**src/usdp_pkg.sv**
```systemverilog
/*
 * usdp_pkg: addresses, field positions, reset values and timing counts
 * for the shadow data port of the serial controller.
 * assumes a 25 MHz system clock and a 32-bit APB register bus.
 */
package usdp_pkg;
    localparam int DATA_W = 8;
    localparam int FIFO_DEPTH = 16;
    localparam int FIFO_AW = 4;
    // sixteen word aliases of the data path
    localparam logic [31:0] ADDR_SHADOW_BASE = 32'h50001130;
    localparam logic [31:0] ADDR_SHADOW_SLOT2 = 32'h50001138;
    localparam logic [31:0] ADDR_SHADOW_SLOT3 = 32'h5000113C;
    localparam logic [31:0] ADDR_SHADOW_END = 32'h50001170;
    localparam logic [31:0] ADDR_CTRL = 32'h50001180;
    localparam logic [31:0] ADDR_LINE_STATUS = 32'h50001184;
    localparam logic [31:0] ADDR_INT_STATUS = 32'h50001188;
    localparam logic [31:0] ADDR_INT_ENABLE = 32'h5000118C;
    localparam logic [31:0] ADDR_INT_CLEAR = 32'h50001190;
    // control fields
    localparam int CTRL_FIFO_EN_BIT = 0;
    localparam int CTRL_IR_MODE_BIT = 1;
    localparam logic [1:0] CTRL_RESET = 2'h0;
    // line status fields
    localparam int LS_DATA_READY_BIT = 0;
    localparam int LS_OVERRUN_BIT = 1;
    localparam int LS_HOLD_EMPTY_BIT = 5;
    localparam int LS_TX_IDLE_BIT = 6;
    // interrupt fields
    localparam int INT_W = 3;
    localparam int INT_RX_BIT = 0;
    localparam int INT_OVERRUN_BIT = 1;
    localparam int INT_HOLD_EMPTY_BIT = 2;
    localparam logic [INT_W-1:0] INT_RESET = 3'h0;
    // timing
    localparam int CLK_PERIOD_NS = 40;
    localparam int BIT_TIME_NS = 8680;
    localparam int BIT_CYC = BIT_TIME_NS / CLK_PERIOD_NS;
    localparam int HALF_BIT_CYC = BIT_CYC / 2;
    localparam int IR_PULSE_CYC = (BIT_CYC * 3) / 16;
    localparam int CNT_W = 8;
    localparam logic [CNT_W-1:0] BIT_LAST = CNT_W'(BIT_CYC - 1);
    localparam logic [CNT_W-1:0] HALF_LAST = CNT_W'(HALF_BIT_CYC - 1);
    localparam logic [CNT_W-1:0] IR_PULSE_LAST = CNT_W'(IR_PULSE_CYC);

    typedef enum logic [1:0] {TX_IDLE, TX_START, TX_DATA, TX_STOP} usdp_tx_state_t;
    typedef enum logic [1:0] {RX_IDLE, RX_START, RX_DATA, RX_STOP} usdp_rx_state_t;
endpackage : usdp_pkg

```
**src/usdp_top.sv**
```systemverilog
/*
 * usdp_top: shadow receive/transmit data port of a serial controller,
 * an APB slave with receive and transmit FIFOs, line status, interrupts
 * and an 8N1 serial or infrared line.
 * assumes line inputs synchronous to clk and a standard APB master.
 */
`timescale 1ns/100ps
// Function
// - sixteen word aliases all reach the same receive and transmit data path
// - alias read returns received byte in bits 7:0, serial or infrared input
// - received byte valid only while data-ready flag is set
// - fifos off: new byte overwrites unread byte and flags overrun
// - fifos on: alias read returns and pops the receive fifo head
// - receive fifo full: keep entries, drop newcomer, flag overrun
// - written byte goes out on serial line or active-low infrared output
// - fifos off: one write clears the transmit-holding-empty flag
// - fifos off: further writes before flag sets replace the pending byte
// - fifos on: up to sixteen bytes accepted before transmit fifo full
// - write while transmit fifo full is discarded, contents unchanged
module usdp_top
    import usdp_pkg::*;
(
    input wire logic clk,
    input wire logic rst_n,
    input wire logic psel,
    input wire logic penable,
    input wire logic pwrite,
    input wire logic [31:0] paddr,
    input wire logic [31:0] pwdata,
    output logic [31:0] prdata,
    output logic pready,
    output logic pslverr,
    input wire logic sin,
    input wire logic sir_in,
    output logic sout,
    output logic sir_out_n,
    output logic irq
);
    typedef struct packed {
        logic [31:0] prdata;
        logic pready;
        logic pslverr;
        logic fifo_en;
        logic ir_mode;
        logic [DATA_W-1:0] rx_hold;
        logic rx_hold_valid;
        logic overrun;
        logic [DATA_W-1:0] tx_hold;
        logic tx_hold_valid;
        logic [INT_W-1:0] int_stat;
        logic [INT_W-1:0] int_en;
        logic irq;
        logic hold_empty_q;
        usdp_tx_state_t tx_state;
        logic [CNT_W-1:0] tx_cnt;
        logic [2:0] tx_bit;
        logic [DATA_W-1:0] tx_shift;
        logic sout;
        logic sir_out_n;
    } usdp_st_t;

    usdp_st_t st_r;
    usdp_st_t st_nxt;

    logic acc;
    logic rd;
    logic wr;
    logic hit_alias;
    logic alias_rd;
    logic alias_wr;
    logic rx_line;
    logic rx_valid;
    logic [DATA_W-1:0] rx_data;
    logic rxf_in_ready;
    logic rxf_out_valid;
    logic rxf_pop;
    logic [DATA_W-1:0] rxf_out_data;
    logic txf_push;
    logic txf_in_ready;
    logic txf_out_valid;
    logic txf_pop;
    logic [DATA_W-1:0] txf_out_data;
    logic flush;
    logic data_ready;
    logic hold_empty;
    logic tx_load;
    logic [DATA_W-1:0] tx_next_byte;
    logic ev_overrun;
    logic new_fifo_en;
    logic [INT_W-1:0] events;
    logic tx_line;

    // one-wait-state slave: effects happen on the first access cycle
    assign acc = psel && penable && !st_r.pready;
    assign rd = acc && !pwrite;
    assign wr = acc && pwrite;
    assign hit_alias = (paddr >= ADDR_SHADOW_BASE) && (paddr < ADDR_SHADOW_END) && (paddr[1:0] == 2'h0);
    assign alias_rd = rd && hit_alias;
    assign alias_wr = wr && hit_alias;

    // infrared input taken as an inverted, already stretched level
    assign rx_line = st_r.ir_mode ? !sir_in : sin;

    usdp_ser_rx u_rx (
        .clk(clk),
        .rst_n(rst_n),
        .line_in(rx_line),
        .byte_valid(rx_valid),
        .byte_data(rx_data)
    );

    // changing fifo mode empties both fifos
    assign new_fifo_en = (wr && paddr == ADDR_CTRL) ? pwdata[CTRL_FIFO_EN_BIT] : st_r.fifo_en;
    assign flush = new_fifo_en != st_r.fifo_en;

    usdp_fifo u_rx_fifo (
        .clk(clk),
        .rst_n(rst_n),
        .flush(flush),
        .in_valid(rx_valid && st_r.fifo_en),
        .in_ready(rxf_in_ready),
        .in_data(rx_data),
        .out_valid(rxf_out_valid),
        .out_ready(rxf_pop),
        .out_data(rxf_out_data)
    );

    assign rxf_pop = alias_rd && st_r.fifo_en;

    assign txf_push = alias_wr && st_r.fifo_en;

    usdp_fifo u_tx_fifo (
        .clk(clk),
        .rst_n(rst_n),
        .flush(flush),
        .in_valid(txf_push),
        .in_ready(txf_in_ready),
        .in_data(pwdata[DATA_W-1:0]),
        .out_valid(txf_out_valid),
        .out_ready(txf_pop),
        .out_data(txf_out_data)
    );

    assign data_ready = st_r.fifo_en ? rxf_out_valid : st_r.rx_hold_valid;
    assign hold_empty = st_r.fifo_en ? !txf_out_valid : !st_r.tx_hold_valid;
    assign tx_load = (st_r.tx_state == TX_IDLE) && !hold_empty;
    assign txf_pop = tx_load && st_r.fifo_en;
    assign tx_next_byte = st_r.fifo_en ? txf_out_data : st_r.tx_hold;
    assign ev_overrun = rx_valid && (st_r.fifo_en ? !rxf_in_ready : st_r.rx_hold_valid);
    assign events = {hold_empty && !st_r.hold_empty_q, ev_overrun, rx_valid};

    always_comb
    begin
        st_nxt = st_r;
        st_nxt.pready = acc;
        st_nxt.pslverr = 1'b0;
        st_nxt.hold_empty_q = hold_empty;
        if (acc)
            st_nxt.prdata = '0;
        // receive holding byte, fifos off
        if (rx_valid && !st_r.fifo_en)
        begin
            st_nxt.rx_hold = rx_data;
            st_nxt.rx_hold_valid = 1'b1;
        end
        else if (alias_rd && !st_r.fifo_en)
            st_nxt.rx_hold_valid = 1'b0;
        // transmit holding byte, fifos off
        if (tx_load && !st_r.fifo_en)
            st_nxt.tx_hold_valid = 1'b0;
        if (alias_wr && !st_r.fifo_en)
        begin
            st_nxt.tx_hold = pwdata[DATA_W-1:0];
            st_nxt.tx_hold_valid = 1'b1;
        end
        if (rd)
        begin
            if (hit_alias)
                st_nxt.prdata = {24'h000000, st_r.fifo_en ? rxf_out_data : st_r.rx_hold};
            else if (paddr == ADDR_CTRL)
                st_nxt.prdata = {30'h00000000, st_r.ir_mode, st_r.fifo_en};
            else if (paddr == ADDR_LINE_STATUS)
            begin
                st_nxt.prdata[LS_DATA_READY_BIT] = data_ready;
                st_nxt.prdata[LS_OVERRUN_BIT] = st_r.overrun;
                st_nxt.prdata[LS_HOLD_EMPTY_BIT] = hold_empty;
                st_nxt.prdata[LS_TX_IDLE_BIT] = hold_empty && (st_r.tx_state == TX_IDLE);
            end
            else if (paddr == ADDR_INT_STATUS)
                st_nxt.prdata = {29'h00000000, st_r.int_stat};
            else if (paddr == ADDR_INT_ENABLE)
                st_nxt.prdata = {29'h00000000, st_r.int_en};
            else if (paddr != ADDR_INT_CLEAR)
                st_nxt.pslverr = 1'b1;
        end
        if (wr)
        begin
            if (paddr == ADDR_CTRL)
            begin
                st_nxt.fifo_en = pwdata[CTRL_FIFO_EN_BIT];
                st_nxt.ir_mode = pwdata[CTRL_IR_MODE_BIT];
            end
            else if (paddr == ADDR_INT_ENABLE)
                st_nxt.int_en = pwdata[INT_W-1:0];
            else if (!hit_alias && paddr != ADDR_INT_CLEAR && paddr != ADDR_LINE_STATUS
                     && paddr != ADDR_INT_STATUS)
                st_nxt.pslverr = 1'b1;
        end
        if (flush)
            st_nxt.rx_hold_valid = 1'b0;
        // overrun clears on a line status read; a new overrun wins
        if (rd && paddr == ADDR_LINE_STATUS)
            st_nxt.overrun = 1'b0;
        if (ev_overrun)
            st_nxt.overrun = 1'b1;
        // sticky interrupt status: set beats clear
        if (wr && paddr == ADDR_INT_CLEAR)
            st_nxt.int_stat = st_r.int_stat & ~pwdata[INT_W-1:0];
        st_nxt.int_stat = st_nxt.int_stat | events;
        st_nxt.irq = |(st_nxt.int_stat & st_nxt.int_en);
        // transmitter, 8N1
        st_nxt.tx_cnt = st_r.tx_cnt + 1'b1;
        case (st_r.tx_state)
            TX_IDLE:
            begin
                st_nxt.tx_cnt = '0;
                if (tx_load)
                begin
                    st_nxt.tx_shift = tx_next_byte;
                    st_nxt.tx_state = TX_START;
                end
            end
            TX_START:
                if (st_r.tx_cnt == BIT_LAST)
                begin
                    st_nxt.tx_cnt = '0;
                    st_nxt.tx_bit = '0;
                    st_nxt.tx_state = TX_DATA;
                end
            TX_DATA:
                if (st_r.tx_cnt == BIT_LAST)
                begin
                    st_nxt.tx_cnt = '0;
                    st_nxt.tx_shift = {1'b0, st_r.tx_shift[DATA_W-1:1]};
                    st_nxt.tx_bit = st_r.tx_bit + 1'b1;
                    if (st_r.tx_bit == 3'h7)
                        st_nxt.tx_state = TX_STOP;
                end
            TX_STOP:
                if (st_r.tx_cnt == BIT_LAST)
                    st_nxt.tx_state = TX_IDLE;
            default:
                st_nxt.tx_state = TX_IDLE;
        endcase
        // line level of the bit that will be on the wire next cycle
        case (st_nxt.tx_state)
            TX_START: tx_line = 1'b0;
            TX_DATA: tx_line = st_nxt.tx_shift[0];
            default: tx_line = 1'b1;
        endcase
        // infrared: short low pulse at the start of each zero bit
        st_nxt.sout = st_nxt.ir_mode ? 1'b1 : tx_line;
        st_nxt.sir_out_n = !(st_nxt.ir_mode && !tx_line && st_nxt.tx_cnt < IR_PULSE_LAST);
    end

    always_ff @(posedge clk or negedge rst_n)
    begin
        if (!rst_n)
            st_r <= '{tx_state: TX_IDLE, fifo_en: CTRL_RESET[CTRL_FIFO_EN_BIT],
                      ir_mode: CTRL_RESET[CTRL_IR_MODE_BIT], int_stat: INT_RESET, int_en: INT_RESET,
                      hold_empty_q: 1'b1, sout: 1'b1, sir_out_n: 1'b1, default: '0};
        else
            st_r <= st_nxt;
    end

    assign prdata = st_r.prdata;
    assign pready = st_r.pready;
    assign pslverr = st_r.pslverr;
    assign sout = st_r.sout;
    assign sir_out_n = st_r.sir_out_n;
    assign irq = st_r.irq;

    property p_pready_wait;
        @(posedge clk) disable iff (!rst_n)
        psel && penable && !pready |=> pready;
    endproperty
    a_pready_wait: assert property (p_pready_wait) else $error("access not answered in one cycle");

    property p_pready_pulse;
        @(posedge clk) disable iff (!rst_n)
        pready |=> !pready;
    endproperty
    a_pready_pulse: assert property (p_pready_pulse) else $error("pready held two cycles");

    property p_alias_upper_zero;
        @(posedge clk) disable iff (!rst_n)
        alias_rd |=> pready && prdata[31:8] == 24'h000000 && !pslverr;
    endproperty
    a_alias_upper_zero: assert property (p_alias_upper_zero) else $error("alias upper bits not zero");

    property p_ovr_nofifo;
        @(posedge clk) disable iff (!rst_n)
        rx_valid && !st_r.fifo_en && st_r.rx_hold_valid |=> st_r.overrun && st_r.rx_hold == $past(rx_data);
    endproperty
    a_ovr_nofifo: assert property (p_ovr_nofifo) else $error("overwrite without overrun");

    property p_ovr_fifo;
        @(posedge clk) disable iff (!rst_n)
        rx_valid && st_r.fifo_en && !rxf_in_ready && !rxf_pop && !flush |=> st_r.overrun && !rxf_in_ready;
    endproperty
    a_ovr_fifo: assert property (p_ovr_fifo) else $error("full receive fifo overrun lost");

    property p_rd_pop;
        @(posedge clk) disable iff (!rst_n)
        alias_rd && st_r.fifo_en && rxf_out_valid |=> prdata[7:0] == $past(rxf_out_data);
    endproperty
    a_rd_pop: assert property (p_rd_pop) else $error("alias read not fifo head");

    property p_hold_empty_clear;
        @(posedge clk) disable iff (!rst_n)
        alias_wr && !st_r.fifo_en && !flush |=> !hold_empty && st_r.tx_hold == $past(pwdata[7:0]);
    endproperty
    a_hold_empty_clear: assert property (p_hold_empty_clear) else $error("write did not fill holding byte");

    property p_tx_full_drop;
        @(posedge clk) disable iff (!rst_n)
        alias_wr && st_r.fifo_en && !txf_in_ready && !txf_pop && !flush |=> !txf_in_ready;
    endproperty
    a_tx_full_drop: assert property (p_tx_full_drop) else $error("full transmit fifo changed");

    property p_irq_level;
        @(posedge clk) disable iff (!rst_n)
        (|(events & st_r.int_en)) && !(wr && paddr == ADDR_INT_ENABLE) |=> irq;
    endproperty
    a_irq_level: assert property (p_irq_level) else $error("enabled event did not raise irq");

    property p_start_bit;
        @(posedge clk) disable iff (!rst_n)
        tx_load && !st_r.ir_mode && !(wr && paddr == ADDR_CTRL) |=> !sout [*8];
    endproperty
    a_start_bit: assert property (p_start_bit) else $error("start bit not low");
endmodule : usdp_top

```
**src/usdp_fifo.sv**
```systemverilog
/*
 * usdp_fifo: small synchronous FIFO with valid/ready on both sides.
 * assumes one clock; flush empties it in one cycle.
 */
`timescale 1ns/100ps
module usdp_fifo
    import usdp_pkg::*;
(
    input wire logic clk,
    input wire logic rst_n,
    input wire logic flush,
    input wire logic in_valid,
    output logic in_ready,
    input wire logic [usdp_pkg::DATA_W-1:0] in_data,
    output logic out_valid,
    input wire logic out_ready,
    output logic [usdp_pkg::DATA_W-1:0] out_data
);
    typedef struct packed {
        logic [FIFO_DEPTH-1:0][DATA_W-1:0] mem;
        logic [FIFO_AW-1:0] wr_ptr;
        logic [FIFO_AW-1:0] rd_ptr;
        logic [FIFO_AW:0] count;
    } usdp_fifo_st_t;

    usdp_fifo_st_t st_r;
    usdp_fifo_st_t st_nxt;
    logic push;
    logic pop;

    assign in_ready = (st_r.count != (FIFO_AW+1)'(FIFO_DEPTH));
    assign out_valid = (st_r.count != '0);
    assign out_data = st_r.mem[st_r.rd_ptr];
    assign push = in_valid && in_ready;
    assign pop = out_valid && out_ready;

    always_comb
    begin
        st_nxt = st_r;
        if (push)
        begin
            st_nxt.mem[st_r.wr_ptr] = in_data;
            st_nxt.wr_ptr = st_r.wr_ptr + 1'b1;
        end
        if (pop)
            st_nxt.rd_ptr = st_r.rd_ptr + 1'b1;
        st_nxt.count = st_r.count + (FIFO_AW+1)'(push) - (FIFO_AW+1)'(pop);
        if (flush)
        begin
            st_nxt.wr_ptr = '0;
            st_nxt.rd_ptr = '0;
            st_nxt.count = '0;
        end
    end

    always_ff @(posedge clk or negedge rst_n)
    begin
        if (!rst_n)
            st_r <= '0;
        else
            st_r <= st_nxt;
    end
endmodule : usdp_fifo

```
**src/usdp_ser_rx.sv**
```systemverilog
/*
 * usdp_ser_rx: 8N1 receiver, one byte pulse per frame with a high stop bit.
 * assumes the line is synchronous to clk and idles high.
 */
`timescale 1ns/100ps
module usdp_ser_rx
    import usdp_pkg::*;
(
    input wire logic clk,
    input wire logic rst_n,
    input wire logic line_in,
    output logic byte_valid,
    output logic [usdp_pkg::DATA_W-1:0] byte_data
);
    typedef struct packed {
        usdp_rx_state_t state;
        logic [CNT_W-1:0] cnt;
        logic [2:0] bit_idx;
        logic [DATA_W-1:0] shift;
        logic valid;
    } usdp_rx_st_t;

    usdp_rx_st_t st_r;
    usdp_rx_st_t st_nxt;

    assign byte_valid = st_r.valid;
    assign byte_data = st_r.shift;

    always_comb
    begin
        st_nxt = st_r;
        st_nxt.valid = 1'b0;
        st_nxt.cnt = st_r.cnt + 1'b1;
        case (st_r.state)
            RX_IDLE:
            begin
                st_nxt.cnt = '0;
                if (!line_in)
                    st_nxt.state = RX_START;
            end
            RX_START:
                // re-check at mid-bit so glitches do not start a frame
                if (st_r.cnt == HALF_LAST)
                begin
                    st_nxt.cnt = '0;
                    st_nxt.bit_idx = '0;
                    st_nxt.state = line_in ? RX_IDLE : RX_DATA;
                end
            RX_DATA:
                if (st_r.cnt == BIT_LAST)
                begin
                    st_nxt.cnt = '0;
                    st_nxt.shift = {line_in, st_r.shift[DATA_W-1:1]};
                    st_nxt.bit_idx = st_r.bit_idx + 1'b1;
                    if (st_r.bit_idx == 3'h7)
                        st_nxt.state = RX_STOP;
                end
            RX_STOP:
                if (st_r.cnt == BIT_LAST)
                begin
                    st_nxt.valid = line_in;
                    st_nxt.state = RX_IDLE;
                end
            default:
                st_nxt.state = RX_IDLE;
        endcase
    end

    always_ff @(posedge clk or negedge rst_n)
    begin
        if (!rst_n)
            st_r <= '{state: RX_IDLE, default: '0};
        else
            st_r <= st_nxt;
    end
endmodule : usdp_ser_rx

```
**config.mk**
```make
export PLATFORM = sky130hd
export DESIGN_NAME = usdp_top
export DESIGN_NICKNAME = d
export VERILOG_FILES = /design/src/usdp_pkg.sv /design/src/usdp_top.sv /design/src/usdp_fifo.sv /design/src/usdp_ser_rx.sv
export SDC_FILE = /design/constraint.sdc
export NUM_CORES = 1
export LEC_CHECK = 0
export BUFFER_PORTS_ARGS = -buffer_cell sky130_fd_sc_hd__buf_2
export CAP_MARGIN = 20
export CORE_MARGIN = 3
export CORE_UTILIZATION = 60
export CTS_CLUSTER_DIAMETER = 40
export DETAILED_ROUTE_END_ITERATION = 16
export GPL_ROUTABILITY_DRIVEN = 0
export PLACE_DENSITY = 0.79
export RECOVER_POWER = 100
export SYNTH_ARGS = -nofsm -noshare
export SYNTH_HDL_FRONTEND = slang
export SYNTH_HIERARCHICAL = 1
export SYNTH_SLANG_ARGS = --single-unit
```
**constraint.sdc**
```tcl
create_clock -name clk -period 7.6 [get_ports clk]
set_clock_uncertainty 0.15 [all_clocks]
set_input_delay 0.76 -clock clk [delete_from_list [all_inputs] [get_ports clk]]
set_output_delay 0.76 -clock clk [all_outputs]
set_load 0.02 [all_outputs]
```
==> qor.txt <==
Vias/cell: 6.23
Setup-failing EPs final: 0
Yosys top cell by area: dfrtp_1
syn_area_per_cell: 13.6 um2
fin cells: 1860
GRT Total Usage: 0.234
total gr overflow: 0
Vias: 11600
hold buffer count at cts: 0
Critical Path Max Stage Delay: 2.89 ns
first-pass GRT wire length: 63700 um
Crit path required time: 7.15 ns
Synth top area share: 0.507
detailed-route DRC error count: 0
layout cells sized above 1: 0.319
antenna viol nets, final: 0
Max Buffers Root-to-Sink: 3
Mapped Cells: 1403
Hold/Removal Path Class: input port to asynchronous set/reset pin
Clock Latency Late Sink: 0.55 ns
number of synthesized register bits: 390
Hold Vio Cnt, Final: 0
Async SR Flop Fraction: 1.00
Syn Nets: 1506
slew margin rel.: -1.70
Max Fclk: 0.206 GHz
wire length per cell: 21.4 um
failing checks: max-capacitance violations, max-slew violations
Starting Density: 0.616
Top delay family on crit path: buffers and inverters
Max VDD drop: 136 uV
I/O pin cnt: 108
TritonCTS clock tree: done
outcome: complete, but fails checks
Crit Path Category: input port to asynchronous set/reset pin
Synth area leaders: dfrtp_1 51%, mux2_2 16%, mux4_2 5.7%
worst-path cell chain: buf_8 > clkbuf_1
final WL: 39700 um
CP bufs+invs: 2
H-tree levels: 2
startpoint types: input port
Total Power: 4440 uW
layout net count: 1529
worst-path maximum fanout: 128
DP Cell Count: 1771
DR iter-0 viols: 888
post-layout min period: 4.85 ns
Least-Margin Pin Slew: 4.05 ns
HPWL after detailed placement: 25100 um
clock root buffer: clkbuf_16
chip width: 184 um
I/O Buffers: 83
Max-Cap Viols: 4
fin. max-slew vios: 219
num rows: 64
commonest non-fill, non-tap cell in the layout: dfrtp_1
final period utilization: 0.638
Power Dens Cells: 216 nW/um2
drt pass-1 iters: 5
leak pwr: 0.00994 uW
commonest cells after routing, fill and taps aside: 385 x dfrtp_1, 268 x mux2_2, 50 x clkbuf_1
CTS Sinks: 390
Area Overhead vs Synth: 7.39%
largest net degree at the start of global routing: 129
Crit path depth: 2
CP endpoint kind: asynchronous set/reset pin
PostCTS Resize Cnt: 0
initial antenna violation count: 0
die footprint: 34000 um2
crit path max-delay cell type: clkbuf_1
Chip Height: 184 um
reg2reg path depth: 16
unrepaired setup endpoints after global routing: false
Top FF cell, synth: dfrtp_1
vias in the first global route: 12000
Synth Warn #: 6
clock slew at reported path FFs: 0.06 ns
library cells used by synthesis: 80
Core Region: 31000 um2
Antenna Cells: 0
clock buffer count from CTS: 47
CP arrival: 4.40 ns
Post-synth EDFFs: 0
setup bufs post-CTS: 0
mapped cell area: 19100 um2
register area share after synthesis: 0.511
total negative slack: 0 ns
Yosys cell counts, types with 17 or more instances:
master,n
clkbuf_1,40
a221o_1,18
mux2_2,270
inv_1,36
o21ai_0,21
nor2_1,48
nand2_1,48
buf_4,43
ha_1,30
mux2i_1,28
and2_1,37
nand3_1,22
buf_2,24
mux4_2,48
a22oi_1,26
dfrtp_1,387
a21oi_1,17
mux2_4,29
flip-flops by register name, summed over array words and instances, names as in the netlist, 8 cells and up:
signal          flops
prdata             32
st_r               49
u_rx/byte_data      8
u_rx/st_r          13
u_rx_fifo/st_r    141
u_tx_fifo/st_r    141
final timing paths:
| kind | slack [ns] | to | startpoint |
|---|---|---|---|
| max | 2.75 | u_rx/st_r[13] | rst_n |
| max reg2reg | 2.93 | u_tx_fifo/st_r[4] | pready |
| max in group clk | 2.93 | u_tx_fifo/st_r[4] | pready |
| min in group clk | 0.33 | st_r[40] | st_r[40] |
| min | 0.17 | u_tx_fifo/st_r[47] | rst_n |
| min reg2reg | 0.33 | st_r[40] | st_r[40] |
power by group:
| part | switching (uW) | internal (uW) |
|---|---|---|
| clock network | 898 | 1380 |
| logic | 67.3 | 15.5 |
| registers | 1.78 | 2080 |
stage by stage:
stage               hold slack (ns)  worst slack (ns)   util  area [um2]
floorplan                     0.290              3.64      -       19100
global placement              0.299              2.65  0.625       19400
detailed placement            0.315              2.53  0.625       19400
CTS                           0.196              2.91  0.677       21000
global route                  0.240              1.79  0.662       20500
finish                        0.168              2.75  0.662       20500
layout make-up:
type                       count  area (um2)
clock buffer                  59        1270
clock inverter                28         335
fill                        2210       10500
inverter                      37         139
multi-input combinational    857        8060
sequential                   390        9770
tap                          396         495
timing repair buffer          93         432
logic make-up after synthesis:
logic type      synth area share
compound gates            0.0511
fa+ha+maj                 0.0223
mux                        0.256
simple gates               0.102
flops                      0.511
xor+xnor                  0.0133
buf+inv                   0.0446
metal layers:
metal  vias up  wire, um  GRT usage  part of all wire
li1       5143         -          -                 -
met1      6079     18100      0.333              0.45
met2       304     18800      0.379              0.47
met3        68      2100     0.0403             0.053
met4         0       794     0.0605             0.020
met5         -         0          0                 0
(Power assumes the default switching activity.)
